## src/phy_mgmt_map.vh

```
// register offsets, field positions, reset values and frame constants of the management bank
`ifndef PHY_MGMT_MAP_VH
`define PHY_MGMT_MAP_VH

// register addresses on the management interface
`define REG_IDENT_HIGH      5'h02
`define REG_IDENT_LOW       5'h03
`define REG_NEG_ADVERT      5'h04

// advertisement word field positions
`define ADV_NEXT_PAGE_BIT   15
`define ADV_RSVD_HI_BIT     14
`define ADV_REMOTE_FAULT    13
`define ADV_RSVD_LO_BIT     12
`define ADV_ASYM_PAUSE      11
`define ADV_SYM_PAUSE       10
`define ADV_FOUR_PAIR       9
`define ADV_STRAP_MSB       8
`define ADV_STRAP_LSB       5
`define ADV_SEL_MSB         4
`define ADV_SEL_LSB         0

// writable bits of the advertisement word; bits 14, 12 and 9 always read 0
`define ADV_WRITE_MASK      16'hADFF
// reset value before the strap abilities are merged in: selector 00001
`define ADV_RESET_VALUE     16'h0001

// identifier word field positions
`define ID_LOW_ORG_MSB      15
`define ID_LOW_ORG_LSB      10
`define ID_LOW_MODEL_MSB    9
`define ID_LOW_MODEL_LSB    4
`define ID_LOW_REV_MSB      3
`define ID_LOW_REV_LSB      0

// management frame constants
`define MGMT_PREAMBLE_BITS  6'h20
`define MGMT_OP_READ        2'h2
`define MGMT_OP_WRITE       2'h1
`define MGMT_OP_LAST_BIT    4'h1
`define MGMT_ADDR_LAST_BIT  4'h9
`define MGMT_DATA_LAST_BIT  4'hF

`endif

```

## src/phy_ident_and_advert_regs.v

```verilog
// identifier and advertisement registers behind a serial management slave
`timescale 1ns/1ps
`include "phy_mgmt_map.vh"
//////////////////////////////////////////////////////////////////////////////
//////////////////////////////////////////////////////////////////////////////
module phy_ident_and_advert_regs
#(
  parameter        ZERO_IDENT   = 0,           // 1 returns an all-zero identifier
  parameter [21:0] ORG_IDENT    = 22'h2A5A5A,  // org identifier bits 3..24, arbitrary value
  parameter [5:0]  MODEL_NUMBER = 6'h15,       // model number, arbitrary value
  parameter [3:0]  MODEL_REV    = 4'h3         // model revision, arbitrary value
)
(
  input  wire        core_clk,       // 250 MHz core clock
  input  wire        rst_n,          // synchronous reset, active low
  input  wire        mdc,            // management clock pin
  input  wire        mdio_in,        // management data pin, input side
  output reg         mdio_out,       // management data pin, output side
  output reg         mdio_oe,        // high while the block drives management data
  input  wire [4:0]  phy_addr,       // management address straps
  input  wire [3:0]  ability_strap,  // straps: 100 full, 100, 10 full, 10
  output reg  [15:0] advert_word     // abilities offered to the link partner
);

  //////////////////////////////////////////////////////////////////////////////
  // frame states
  localparam [5:0] ST_IDLE  = 6'h01;
  localparam [5:0] ST_START = 6'h02;
  localparam [5:0] ST_OP    = 6'h04;
  localparam [5:0] ST_ADDR  = 6'h08;
  localparam [5:0] ST_TA    = 6'h10;
  localparam [5:0] ST_DATA  = 6'h20;

  //////////////////////////////////////////////////////////////////////////////
  // fixed identifier words
  wire [15:0] ident_high_val;
  wire [15:0] ident_low_val;

  assign ident_high_val = (ZERO_IDENT != 0) ? 16'h0000 : ORG_IDENT[21:6];
  assign ident_low_val  = (ZERO_IDENT != 0) ? 16'h0000 :
                          {ORG_IDENT[5:0], MODEL_NUMBER, MODEL_REV};

  //////////////////////////////////////////////////////////////////////////////
  // input synchronisers
  wire [10:0] pins_s;
  wire        mdc_s;
  wire        mdio_s;
  wire [3:0]  strap_s;
  wire [4:0]  phy_addr_s;

  sync_two_ff
  #(
    .WIDTH (11)
  )
  u_pin_sync
  (
    .core_clk (core_clk),
    .async_in ({mdc, mdio_in, ability_strap, phy_addr}),
    .sync_out (pins_s)
  );

  assign mdc_s      = pins_s[10];
  assign mdio_s     = pins_s[9];
  assign strap_s    = pins_s[8:5];
  assign phy_addr_s = pins_s[4:0];

  //////////////////////////////////////////////////////////////////////////////
  // state
  reg        mdc_prev_ff;
  reg [5:0]  state_ff;
  reg [5:0]  pre_cnt_ff;
  reg [3:0]  bit_cnt_ff;
  reg [15:0] shift_ff;
  reg [15:0] rd_shift_ff;
  reg [4:0]  reg_addr_ff;
  reg        is_read_ff;
  reg        selected_ff;
  reg        strap_done_ff;

  reg [5:0]  nxt_state;
  reg [5:0]  nxt_pre_cnt;
  reg [3:0]  nxt_bit_cnt;
  reg [15:0] nxt_shift;
  reg [15:0] nxt_rd_shift;
  reg [4:0]  nxt_reg_addr;
  reg        nxt_is_read;
  reg        nxt_selected;
  reg        nxt_strap_done;
  reg        nxt_mdio_out;
  reg        nxt_mdio_oe;
  reg [15:0] nxt_advert;

  wire       mdc_rise;
  wire [1:0] op_code;
  wire [9:0] addr_word;
  wire [15:0] wr_word;

  assign mdc_rise  = mdc_s & ~mdc_prev_ff;
  assign op_code   = {shift_ff[0], mdio_s};
  assign addr_word = {shift_ff[8:0], mdio_s};
  assign wr_word   = {shift_ff[14:0], mdio_s};

  //////////////////////////////////////////////////////////////////////////////
  // read data selection; unmapped addresses read as zero
  function [15:0] read_value;
    input [4:0]  addr;
    input [15:0] id_high;
    input [15:0] id_low;
    input [15:0] advert;
    begin
      case (addr)
        `REG_IDENT_HIGH: read_value = id_high;
        `REG_IDENT_LOW:  read_value = id_low;
        `REG_NEG_ADVERT: read_value = advert;
        default:         read_value = 16'h0000;
      endcase
    end
  endfunction

  //////////////////////////////////////////////////////////////////////////////
  // frame decoder and register update
  // preamble suppression is not offered: every frame needs 32 ones first
  always @*
  begin
    nxt_state      = state_ff;
    nxt_pre_cnt    = pre_cnt_ff;
    nxt_bit_cnt    = bit_cnt_ff;
    nxt_shift      = shift_ff;
    nxt_rd_shift   = rd_shift_ff;
    nxt_reg_addr   = reg_addr_ff;
    nxt_is_read    = is_read_ff;
    nxt_selected   = selected_ff;
    nxt_strap_done = 1'b1;
    nxt_mdio_out   = mdio_out;
    nxt_mdio_oe    = mdio_oe;
    nxt_advert     = advert_word;

    // straps are taken on the first edge after release, once the sync chain has settled
    if (!strap_done_ff)
    begin
      nxt_advert[`ADV_STRAP_MSB:`ADV_STRAP_LSB] = strap_s;
    end

    if (mdc_rise)
    begin
      case (state_ff)
        ST_IDLE:
        begin
          if (mdio_s)
          begin
            if (pre_cnt_ff != `MGMT_PREAMBLE_BITS)
            begin
              nxt_pre_cnt = pre_cnt_ff + 6'h01;
            end
          end
          else if (pre_cnt_ff == `MGMT_PREAMBLE_BITS)
          begin
            nxt_state   = ST_START;
            nxt_pre_cnt = 6'h00;
          end
          else
          begin
            nxt_pre_cnt = 6'h00;
          end
        end
        ST_START:
        begin
          nxt_bit_cnt = 4'h0;
          nxt_state   = mdio_s ? ST_OP : ST_IDLE;
        end
        ST_OP:
        begin
          nxt_shift = {shift_ff[14:0], mdio_s};
          if (bit_cnt_ff == `MGMT_OP_LAST_BIT)
          begin
            nxt_bit_cnt = 4'h0;
            if (op_code == `MGMT_OP_READ)
            begin
              nxt_is_read = 1'b1;
              nxt_state   = ST_ADDR;
            end
            else if (op_code == `MGMT_OP_WRITE)
            begin
              nxt_is_read = 1'b0;
              nxt_state   = ST_ADDR;
            end
            else
            begin
              nxt_state = ST_IDLE;
            end
          end
          else
          begin
            nxt_bit_cnt = bit_cnt_ff + 4'h1;
          end
        end
        ST_ADDR:
        begin
          nxt_shift = {shift_ff[14:0], mdio_s};
          if (bit_cnt_ff == `MGMT_ADDR_LAST_BIT)
          begin
            nxt_bit_cnt  = 4'h0;
            nxt_state    = ST_TA;
            nxt_selected = (addr_word[9:5] == phy_addr_s);
            nxt_reg_addr = addr_word[4:0];
            // snapshot taken here so the word cannot tear during shift-out
            nxt_rd_shift = read_value(addr_word[4:0], ident_high_val,
                                      ident_low_val, advert_word);
          end
          else
          begin
            nxt_bit_cnt = bit_cnt_ff + 4'h1;
          end
        end
        ST_TA:
        begin
          if (bit_cnt_ff == 4'h0)
          begin
            nxt_bit_cnt = 4'h1;
            if (is_read_ff && selected_ff)
            begin
              nxt_mdio_oe  = 1'b1;
              nxt_mdio_out = 1'b0;
            end
          end
          else
          begin
            nxt_bit_cnt = 4'h0;
            nxt_state   = ST_DATA;
            if (is_read_ff && selected_ff)
            begin
              nxt_mdio_out = rd_shift_ff[15];
              nxt_rd_shift = {rd_shift_ff[14:0], 1'b0};
            end
          end
        end
        ST_DATA:
        begin
          nxt_shift = wr_word;
          if (bit_cnt_ff == `MGMT_DATA_LAST_BIT)
          begin
            nxt_bit_cnt  = 4'h0;
            nxt_state    = ST_IDLE;
            nxt_mdio_oe  = 1'b0;
            nxt_mdio_out = 1'b0;
            // identifier addresses are not decoded for writes, so they stay fixed
            if (!is_read_ff && selected_ff && (reg_addr_ff == `REG_NEG_ADVERT))
            begin
              // masked bits 14, 12, 9 always hold 0
              nxt_advert = wr_word & `ADV_WRITE_MASK;
            end
          end
          else
          begin
            nxt_bit_cnt = bit_cnt_ff + 4'h1;
            if (is_read_ff && selected_ff)
            begin
              nxt_mdio_out = rd_shift_ff[15];
              nxt_rd_shift = {rd_shift_ff[14:0], 1'b0};
            end
          end
        end
        default:
        begin
          nxt_state   = ST_IDLE;
          nxt_pre_cnt = 6'h00;
          nxt_bit_cnt = 4'h0;
          nxt_mdio_oe = 1'b0;
        end
      endcase
    end
  end

  //////////////////////////////////////////////////////////////////////////////
  // registers
  always @(posedge core_clk)
  begin
    if (!rst_n)
    begin
      mdc_prev_ff   <= 1'b0;
      state_ff      <= ST_IDLE;
      pre_cnt_ff    <= 6'h00;
      bit_cnt_ff    <= 4'h0;
      shift_ff      <= 16'h0000;
      rd_shift_ff   <= 16'h0000;
      reg_addr_ff   <= 5'h00;
      is_read_ff    <= 1'b0;
      selected_ff   <= 1'b0;
      strap_done_ff <= 1'b0;
      mdio_out      <= 1'b0;
      mdio_oe       <= 1'b0;
      advert_word   <= `ADV_RESET_VALUE;
    end
    else
    begin
      mdc_prev_ff   <= mdc_s;
      state_ff      <= nxt_state;
      pre_cnt_ff    <= nxt_pre_cnt;
      bit_cnt_ff    <= nxt_bit_cnt;
      shift_ff      <= nxt_shift;
      rd_shift_ff   <= nxt_rd_shift;
      reg_addr_ff   <= nxt_reg_addr;
      is_read_ff    <= nxt_is_read;
      selected_ff   <= nxt_selected;
      strap_done_ff <= nxt_strap_done;
      mdio_out      <= nxt_mdio_out;
      mdio_oe       <= nxt_mdio_oe;
      advert_word   <= nxt_advert;
    end
  end

endmodule

```

## src/sync_two_ff.v

```verilog
// two flip-flop synchroniser for a group of asynchronous inputs
`timescale 1ns/1ps
module sync_two_ff
#(
  parameter WIDTH = 1
)
(
  input  wire             core_clk,   // destination clock
  input  wire [WIDTH-1:0] async_in,   // level from outside the clock domain
  output reg  [WIDTH-1:0] sync_out    // synchronised level
);

  reg [WIDTH-1:0] meta_ff;

  // no reset: the chain runs during reset so the levels are settled at release
  always @(posedge core_clk)
  begin
    meta_ff  <= async_in;
    sync_out <= meta_ff;
  end

endmodule

```

## config.mk

```make
export PLATFORM = sky130hd
export DESIGN_NAME = phy_ident_and_advert_regs
export DESIGN_NICKNAME = d
export VERILOG_FILES = /design/src/phy_ident_and_advert_regs.v /design/src/sync_two_ff.v
export VERILOG_INCLUDE_DIRS = /design/src
export SDC_FILE = /design/constraint.sdc
export NUM_CORES = 1
export LEC_CHECK = 0
export BUFFER_PORTS_ARGS = -buffer_cell sky130_fd_sc_hd__buf_4
export CORE_MARGIN = 2
export CORE_UTILIZATION = 55
export DETAILED_ROUTE_END_ITERATION = 10
export GPL_TIMING_DRIVEN = 1
export MAX_ROUTING_LAYER = met4
export PLACE_DENSITY = 0.85
export SYNTH_ARGS = -nofsm -noshare
export SYNTH_HDL_FRONTEND = slang
export SYNTH_HIERARCHICAL = 1
export SYNTH_SLANG_ARGS = --single-unit
```

## constraint.sdc

```tcl
create_clock -name core_clk -period 2.2 [get_ports core_clk]
set_input_delay 0.22 -clock core_clk [delete_from_list [all_inputs] [get_ports core_clk]]
set_output_delay 0.22 -clock core_clk [all_outputs]
set_load 0.02 [all_outputs]
```

==> results of run 1 <==
power groups by stage:
| stage | sequential [µW] | combinational, µW | clock (µW) |
|---|---|---|---|
| 2_1_floorplan | 1770 | 73.1 | 0 |
| 3_3_place_gp | 1760 | 112 | 0 |
| 3_5_place_dp | 1760 | 114 | 0 |
| 4_1_cts | 1730 | 131 | 1160 |
| 5_1_grt | 1730 | 142 | 1230 |
| 6_report | 1730 | 131 | 1130 |
layout make-up:
| class | count | area [µm²] | area share [%] |
|---|---|---|---|
| multi-input combinational | 311 | 2051 | 43.73 |
| sequential | 93 | 1866 | 39.78 |
| timing repair buffer | 48 | 400.4 | 8.538 |
| clock buffer | 9 | 123.9 | 2.641 |
| tap | 99 | 123.9 | 2.641 |
| clock inverter | 7 | 91.34 | 1.948 |
| inverter | 9 | 33.78 | 0.7204 |
worst max-delay path by stage:
stage	start	endpoint	slack [ns]	depth (start not counted)
after floorplan	state_ff[1]	mdio_out	0.33	6
after global placement	state_ff[5]	pre_cnt_ff[3]	0.1	5
after detailed placement	state_ff[3]	rd_shift_ff[10]	0.11	6
after CTS	state_ff[3]	rd_shift_ff[10]	0.08	6
after global routing	state_ff[3]	rd_shift_ff[14]	0.03	6
final	state_ff[2]	pre_cnt_ff[5]	0.17	5
cell families (layout without fill, tap and decap cells):
logic type	after synthesis	count (layout)	synth area share, %
multiplexers	38	38	9.322
AO/OA/AOI/OAI	80	80	13.55
other	1	3	0.09191
buffers and inverters	42	73	4.691
flip-flops	93	93	45.63
XOR/XNOR	8	8	1.717
AND/OR/NAND/NOR	174	174	22.54
adder cells (fa/ha/maj)	8	8	2.453
metrics by stage:
stage / setup slack [ns] / power (µW) / area [µm²] / cells / hold WS [ns]
finish: 0.1673 / 2991 / 4690 / 576 / 0.2013
global placement: 0.09662 / 1876 / 4350 / 549 / 0.3097
floorplan: 0.3293 / 1839 / 4088 / 446 / 0.2477
global route: 0.02875 / 3101 / 4690 / 576 / 0.1945
CTS: 0.08237 / 3013 / 4676 / 576 / 0.1795
detailed placement: 0.1075 / 1879 / 4350 / 549 / 0.3121
per-layer routing:
layer,part of all wire [%],track usage (%)
met1,45,29.09
met2,49,36.97
met5,0,-
met3,4.9,4.610
met4,0.79,5.385
registers in the layout, summed over array words and instances (netlist names):
register             cells
pre_cnt_ff               6
selected_ff              1
rd_shift_ff             16
advert_word             13
u_pin_sync/meta_ff      11
mdio_out                 1
strap_done_ff            1
bit_cnt_ff               4
mdc_prev_ff              1
reg_addr_ff              5
state_ff                 6
u_pin_sync/sync_out     11
is_read_ff               1
shift_ff                15
mdio_oe                  1
what timing repair did:
item / in CTS / in global routing
hold buffers: 11 / 0
endpoints found under the setup margin: 0 / 14
gates resized for setup: 0 / 5
setup buffers: 0 / 0
endpoints found under the hold margin: 11 / 0
cells in the final DEF, fill, tap and decap left out, types with 4 or more instances in the layout:
cell type	instances
nor2b_1	22
a21oi_1	11
nand3_1	11
ha_1	8
a311oi_1	4
o21ai_0	21
nor3_1	5
o22ai_1	6
nand2_1	55
inv_1	9
o21a_1	4
clkinv_8	4
dlygate4sd3_1	11
nor2_1	25
nand4_1	10
xnor2_1	4
nor4b_1	4
o2111ai_1	9
mux2i_1	38
and3_1	9
o211ai_1	9
clkbuf_8	9
xor2_1	4
buf_4	36
dfxtp_1	90
==> impl_metrics.json, run 1 <==
{
  "cp_slowest_cell": "nor4_1",
  "core_um2": 7214,
  "grt_max_degree": 42,
  "crit_family": "simple AND/OR/NAND/NOR gates",
  "async_flop_share_pct": 0,
  "cp_num_buf_inv": 0,
  "hold_path_end": "strap_done_ff",
  "path_cells": "nor4_1, nand3b_1, and4_1, and3_1, a32o_1",
  "yosysWarnings": 6,
  "drive_gt1_share_pct": 13.84,
  "cts_tree": "done",
  "fin_worst_skew_ns": 0.01545,
  "antenna_found_initial": 0,
  "power.density_nw_per_um2": 637.9,
  "die_x_um": 90.13,
  "synthFlopType": "dfxtp_1",
  "reg2reg_from": "state_ff[2]",
  "wl_per_cell_um": 15.02,
  "cts_max_path_buffers": 2,
  "viasPerCell": 5.785,
  "ys_types": 55,
  "p_clk_share_pct": 37.9,
  "vias": 3332,
  "pwr-share-seq_pct": 57.7,
  "area_growth_pct": 14.93,
  "die_area_um2": 8123,
  "required_ns": 2.44,
  "synth_commonest_cells": "dfxtp_1 (93), nand2_1 (55), mux2i_1 (38)",
  "grt_pass1_wl_um": 14820,
  "antenna_left": 0,
  "r2r_slack_ns": 0.17,
  "grt_pass1_vias": 3168,
  "drt-initial-drc-count": 250,
  "min_period_ns": 2.033,
  "fill_cells": 571,
  "drv_slew": 0,
  "ys_seq_elements": 93,
  "cellLeakagePower_uw": 0.002034,
  "slew_headroom_pct": 49.80,
  "hpwl_um": 5976,
  "synth_top_cell_area_share_pct": 45.63,
  "cp-end-kind": "flop",
  "grt-ovfl-total": 0,
  "setup_viol": 0,
  "cts_root_buf": "clkbuf_8",
  "synth.most_common_cell": "dfxtp_1",
  "pwr-share-comb_pct": 4.4,
  "track_usage_pct": 22.63,
  "min_path_cells": 1,
  "max_stage_delay_ns": 0.50,
  "max_freq_mhz": 492.0,
  "hold_violations": 0,
  "place_congestion": 0.9535,
  "cts_made_buffers": 9,
  "maxCapViolCount": 0,
  "critPathLaunchType": "flop",
  "fin_nets": 493,
  "crit_arrival_ns": 2.28,
  "hold_start": "rst_n",
  "clock_latency_ns": 0.36,
  "status": "complete, no violations",
  "rr_worst_depth": 5,
  "criticalPathCategory": "reg -> reg",
  "path_max_fanout": 13,
  "drt-pass1-iter-count": 5,
  "start_util_pct": 56.56,
  "cts.sinks": 93,
  "p_int_uw": 2231,
  "worstReg2RegEnd": "pre_cnt_ff[5]",
  "syn_inst": 444,
  "io_buffers": 27,
  "synth-seq-area-share_pct": 45.63,
  "tightest_slew_ns": 0.7522,
  "finish.utilization_pct": 65.00,
  "rows": 31,
  "die_h_um": 90.13,
  "ios": 31,
  "setup_tns_ns": 0,
  "synth.avg_cell_area_um2": 9.190,
  "wirelength_um": 8654,
  "period_share_pct": 92.40,
  "cts-htree-levels": 3,
  "p_sw_uw": 760.3,
  "synth_edf_count": 0,
  "p_sw_share_pct": 25.42,
  "synth_area_leaders": "dfxtp_1 (46%), mux2i_1 (9.3%), nand2_1 (5.1%)",
  "cts.reportedPaths.clkPinSlew_ns": 0.11,
  "rsz0062_at_grt": "false",
  "drc": 0,
  "ir_drop_v": 0.0005496,
  "synth_area_leader_cell": "dfxtp_1",
  "antenna_cells": 0,
  "syn_area_um2": 4080,
  "hp-class": "in -> reg"
}
Note: power is estimated with default switching activity, not from simulation.
==> run 2, diff against run 1 <==
PLACE_DENSITY = 0.74   (was 0.85)
REMOVE_ABC_BUFFERS = 1   (was default)
==> run 2 against run 1 <==
Compared with the run above: setup slack lost 0.028 ns; clock skew shrank 0.0016 ns; register-to-register slack lost 0.03 ns; highest routed layer unchanged; utilization grew 1.1 points; non-clock buffer count grew 12; clock-buffer cell count is the same; final area grew 1.6%; sequential power is essentially flat; wire length grew 2.2%; fmax shrank 1.4%; hold slack lost 0.024 ns.
==> impl_metrics.json, run 2 (same netlist as run 1, synthesis figures left out) <==
{
  "min_period_ns": 2.061,
  "status": "complete, no violations",
  "antenna_cells": 0,
  "critPathLaunchType": "flop",
  "rsz0062_at_grt": "false",
  "viasPerCell": 5.663,
  "maxCapViolCount": 0,
  "die_area_um2": 8123,
  "die_x_um": 90.13,
  "criticalPathCategory": "reg -> reg",
  "ir_drop_v": 0.0006181,
  "final_common_cell": "dfxtp_1",
  "area_growth_pct": 16.80,
  "setup_viol": 0,
  "cts_made_buffers": 9,
  "hp-class": "in -> reg",
  "cts-htree-levels": 3,
  "ios": 31,
  "hold_violations": 0,
  "grt-ovfl-total": 0,
  "fin_worst_skew_ns": 0.01385,
  "cts_root_buf": "clkbuf_8",
  "fill_cells": 618,
  "required_ns": 2.50,
  "cts_tree": "done",
  "drc": 0,
  "die_h_um": 90.13,
  "hpwl_um": 6155,
  "tightest_slew_ns": 0.6847,
  "clock_latency_ns": 0.37,
  "cts.sinks": 93,
  "drv_slew": 0,
  "antenna_left": 0,
  "grt_pass1_vias": 3157,
  "setup_tns_ns": 0,
  "cts.reportedPaths.clkPinSlew_ns": 0.10,
  "grt_pass1_wl_um": 15110,
  "top_regs": "rd_shift_ff (16), shift_ff (15), advert_word (13)",
  "path_max_fanout": 14,
  "max_freq_mhz": 485.3,
  "core_um2": 7214,
  "crit_arrival_ns": 2.36,
  "place_congestion": 0.9818,
  "antenna_found_initial": 0,
  "power.density_nw_per_um2": 627.1,
  "period_share_pct": 93.67,
  "grt_max_degree": 33,
  "cts_max_path_buffers": 2,
  "largest-register": "rd_shift_ff",
  "drt-pass1-iter-count": 4,
  "drt-initial-drc-count": 174,
  "vias": 3330,
  "wl_per_cell_um": 15.04,
  "largest_reg_flops": 16,
  "final_cell_mix": "dfxtp_1 (93), nand2_1 (55), buf_4 (48), mux2i_1 (38), nor2_1 (25)",
  "total_power_uw": 2989,
  "drive_gt1_share_pct": 15.34,
  "io_buffers": 27,
  "cellLeakagePower_uw": 0.002087,
  "wirelength_um": 8841,
  "track_usage_pct": 23.48,
  "start_util_pct": 56.56,
  "rows": 31,
  "cp-end-kind": "flop",
  "slew_headroom_pct": 53.71,
  "fin_nets": 505
}
[run 2: timing repair]
item | in CTS | in global routing
resized for setup | 1 | 1
buffers inserted | 0 | 0
endpoints found under the hold margin | 11 | 0
hold buffers | 11 | 0
setup endpoints to repair | 1 | 14
[run 2: layout make-up]
type	instances	area, µm²	area share (%)
multi-input combinational	311	2051	43.03
sequential	93	1862	39.07
timing repair buffer	60	490.5	10.29
clock buffer	9	123.9	2.599
tap	99	123.9	2.599
clock inverter	7	81.33	1.706
inverter	9	33.78	0.7088
[run 2: layer usage]
metal | part of all wire (%) | up-vias | global-route usage, % | wire length (µm)
met5 | 0 | - | - | 0
met4 | 1.2 | 0 | 7.179 | 107
met3 | 3.7 | 10 | 4.946 | 326
met2 | 47 | 76 | 36.28 | 4185
met1 | 48 | 1580 | 31.18 | 4221
li1 | - | 1664 | - | -
[run 2: report_power, final]
group	internal, µW	switching, µW
Combinational	63.3	71.6
Clock	451	677
Sequential	1710	14.6
[run 2: worst paths after layout]
kind,from,to,slack [ns],cells past startpoint
worst max-delay path,state_ff[5],selected_ff,0.14,5
worst min-delay path,rst_n,advert_word[0],0.18,2
worst max register to register,state_ff[5],selected_ff,0.14,5
worst min register to register,u_pin_sync/meta_ff[5],u_pin_sync/sync_out[5],0.32,0
[run 2: through the flow]
step | util, % | std cells | instance area, µm² | hold slack [ns] | setup slack (ns)
3_3_place_gp | 61.55 | 561 | 4441 | 0.3103 | 0.08210
4_1_cts | 65.99 | 588 | 4761 | 0.1622 | 0.1438
5_1_grt | 66.06 | 588 | 4766 | 0.1762 | 0.001875
6_report | 66.06 | 588 | 4766 | 0.1772 | 0.1393
3_5_place_dp | 61.55 | 561 | 4441 | 0.3132 | 0.02946
2_1_floorplan | - | 413 | 3930 | 0.2477 | 0.01874
[run 2: worst max-delay path: stages, from the launching register on]
cell and delay, ns:
dfxtp_1 0.47, or3b_2 0.57, nor2_2 0.19, nand2_2 0.10
or4_1 0.53, a21boi_1 0.14
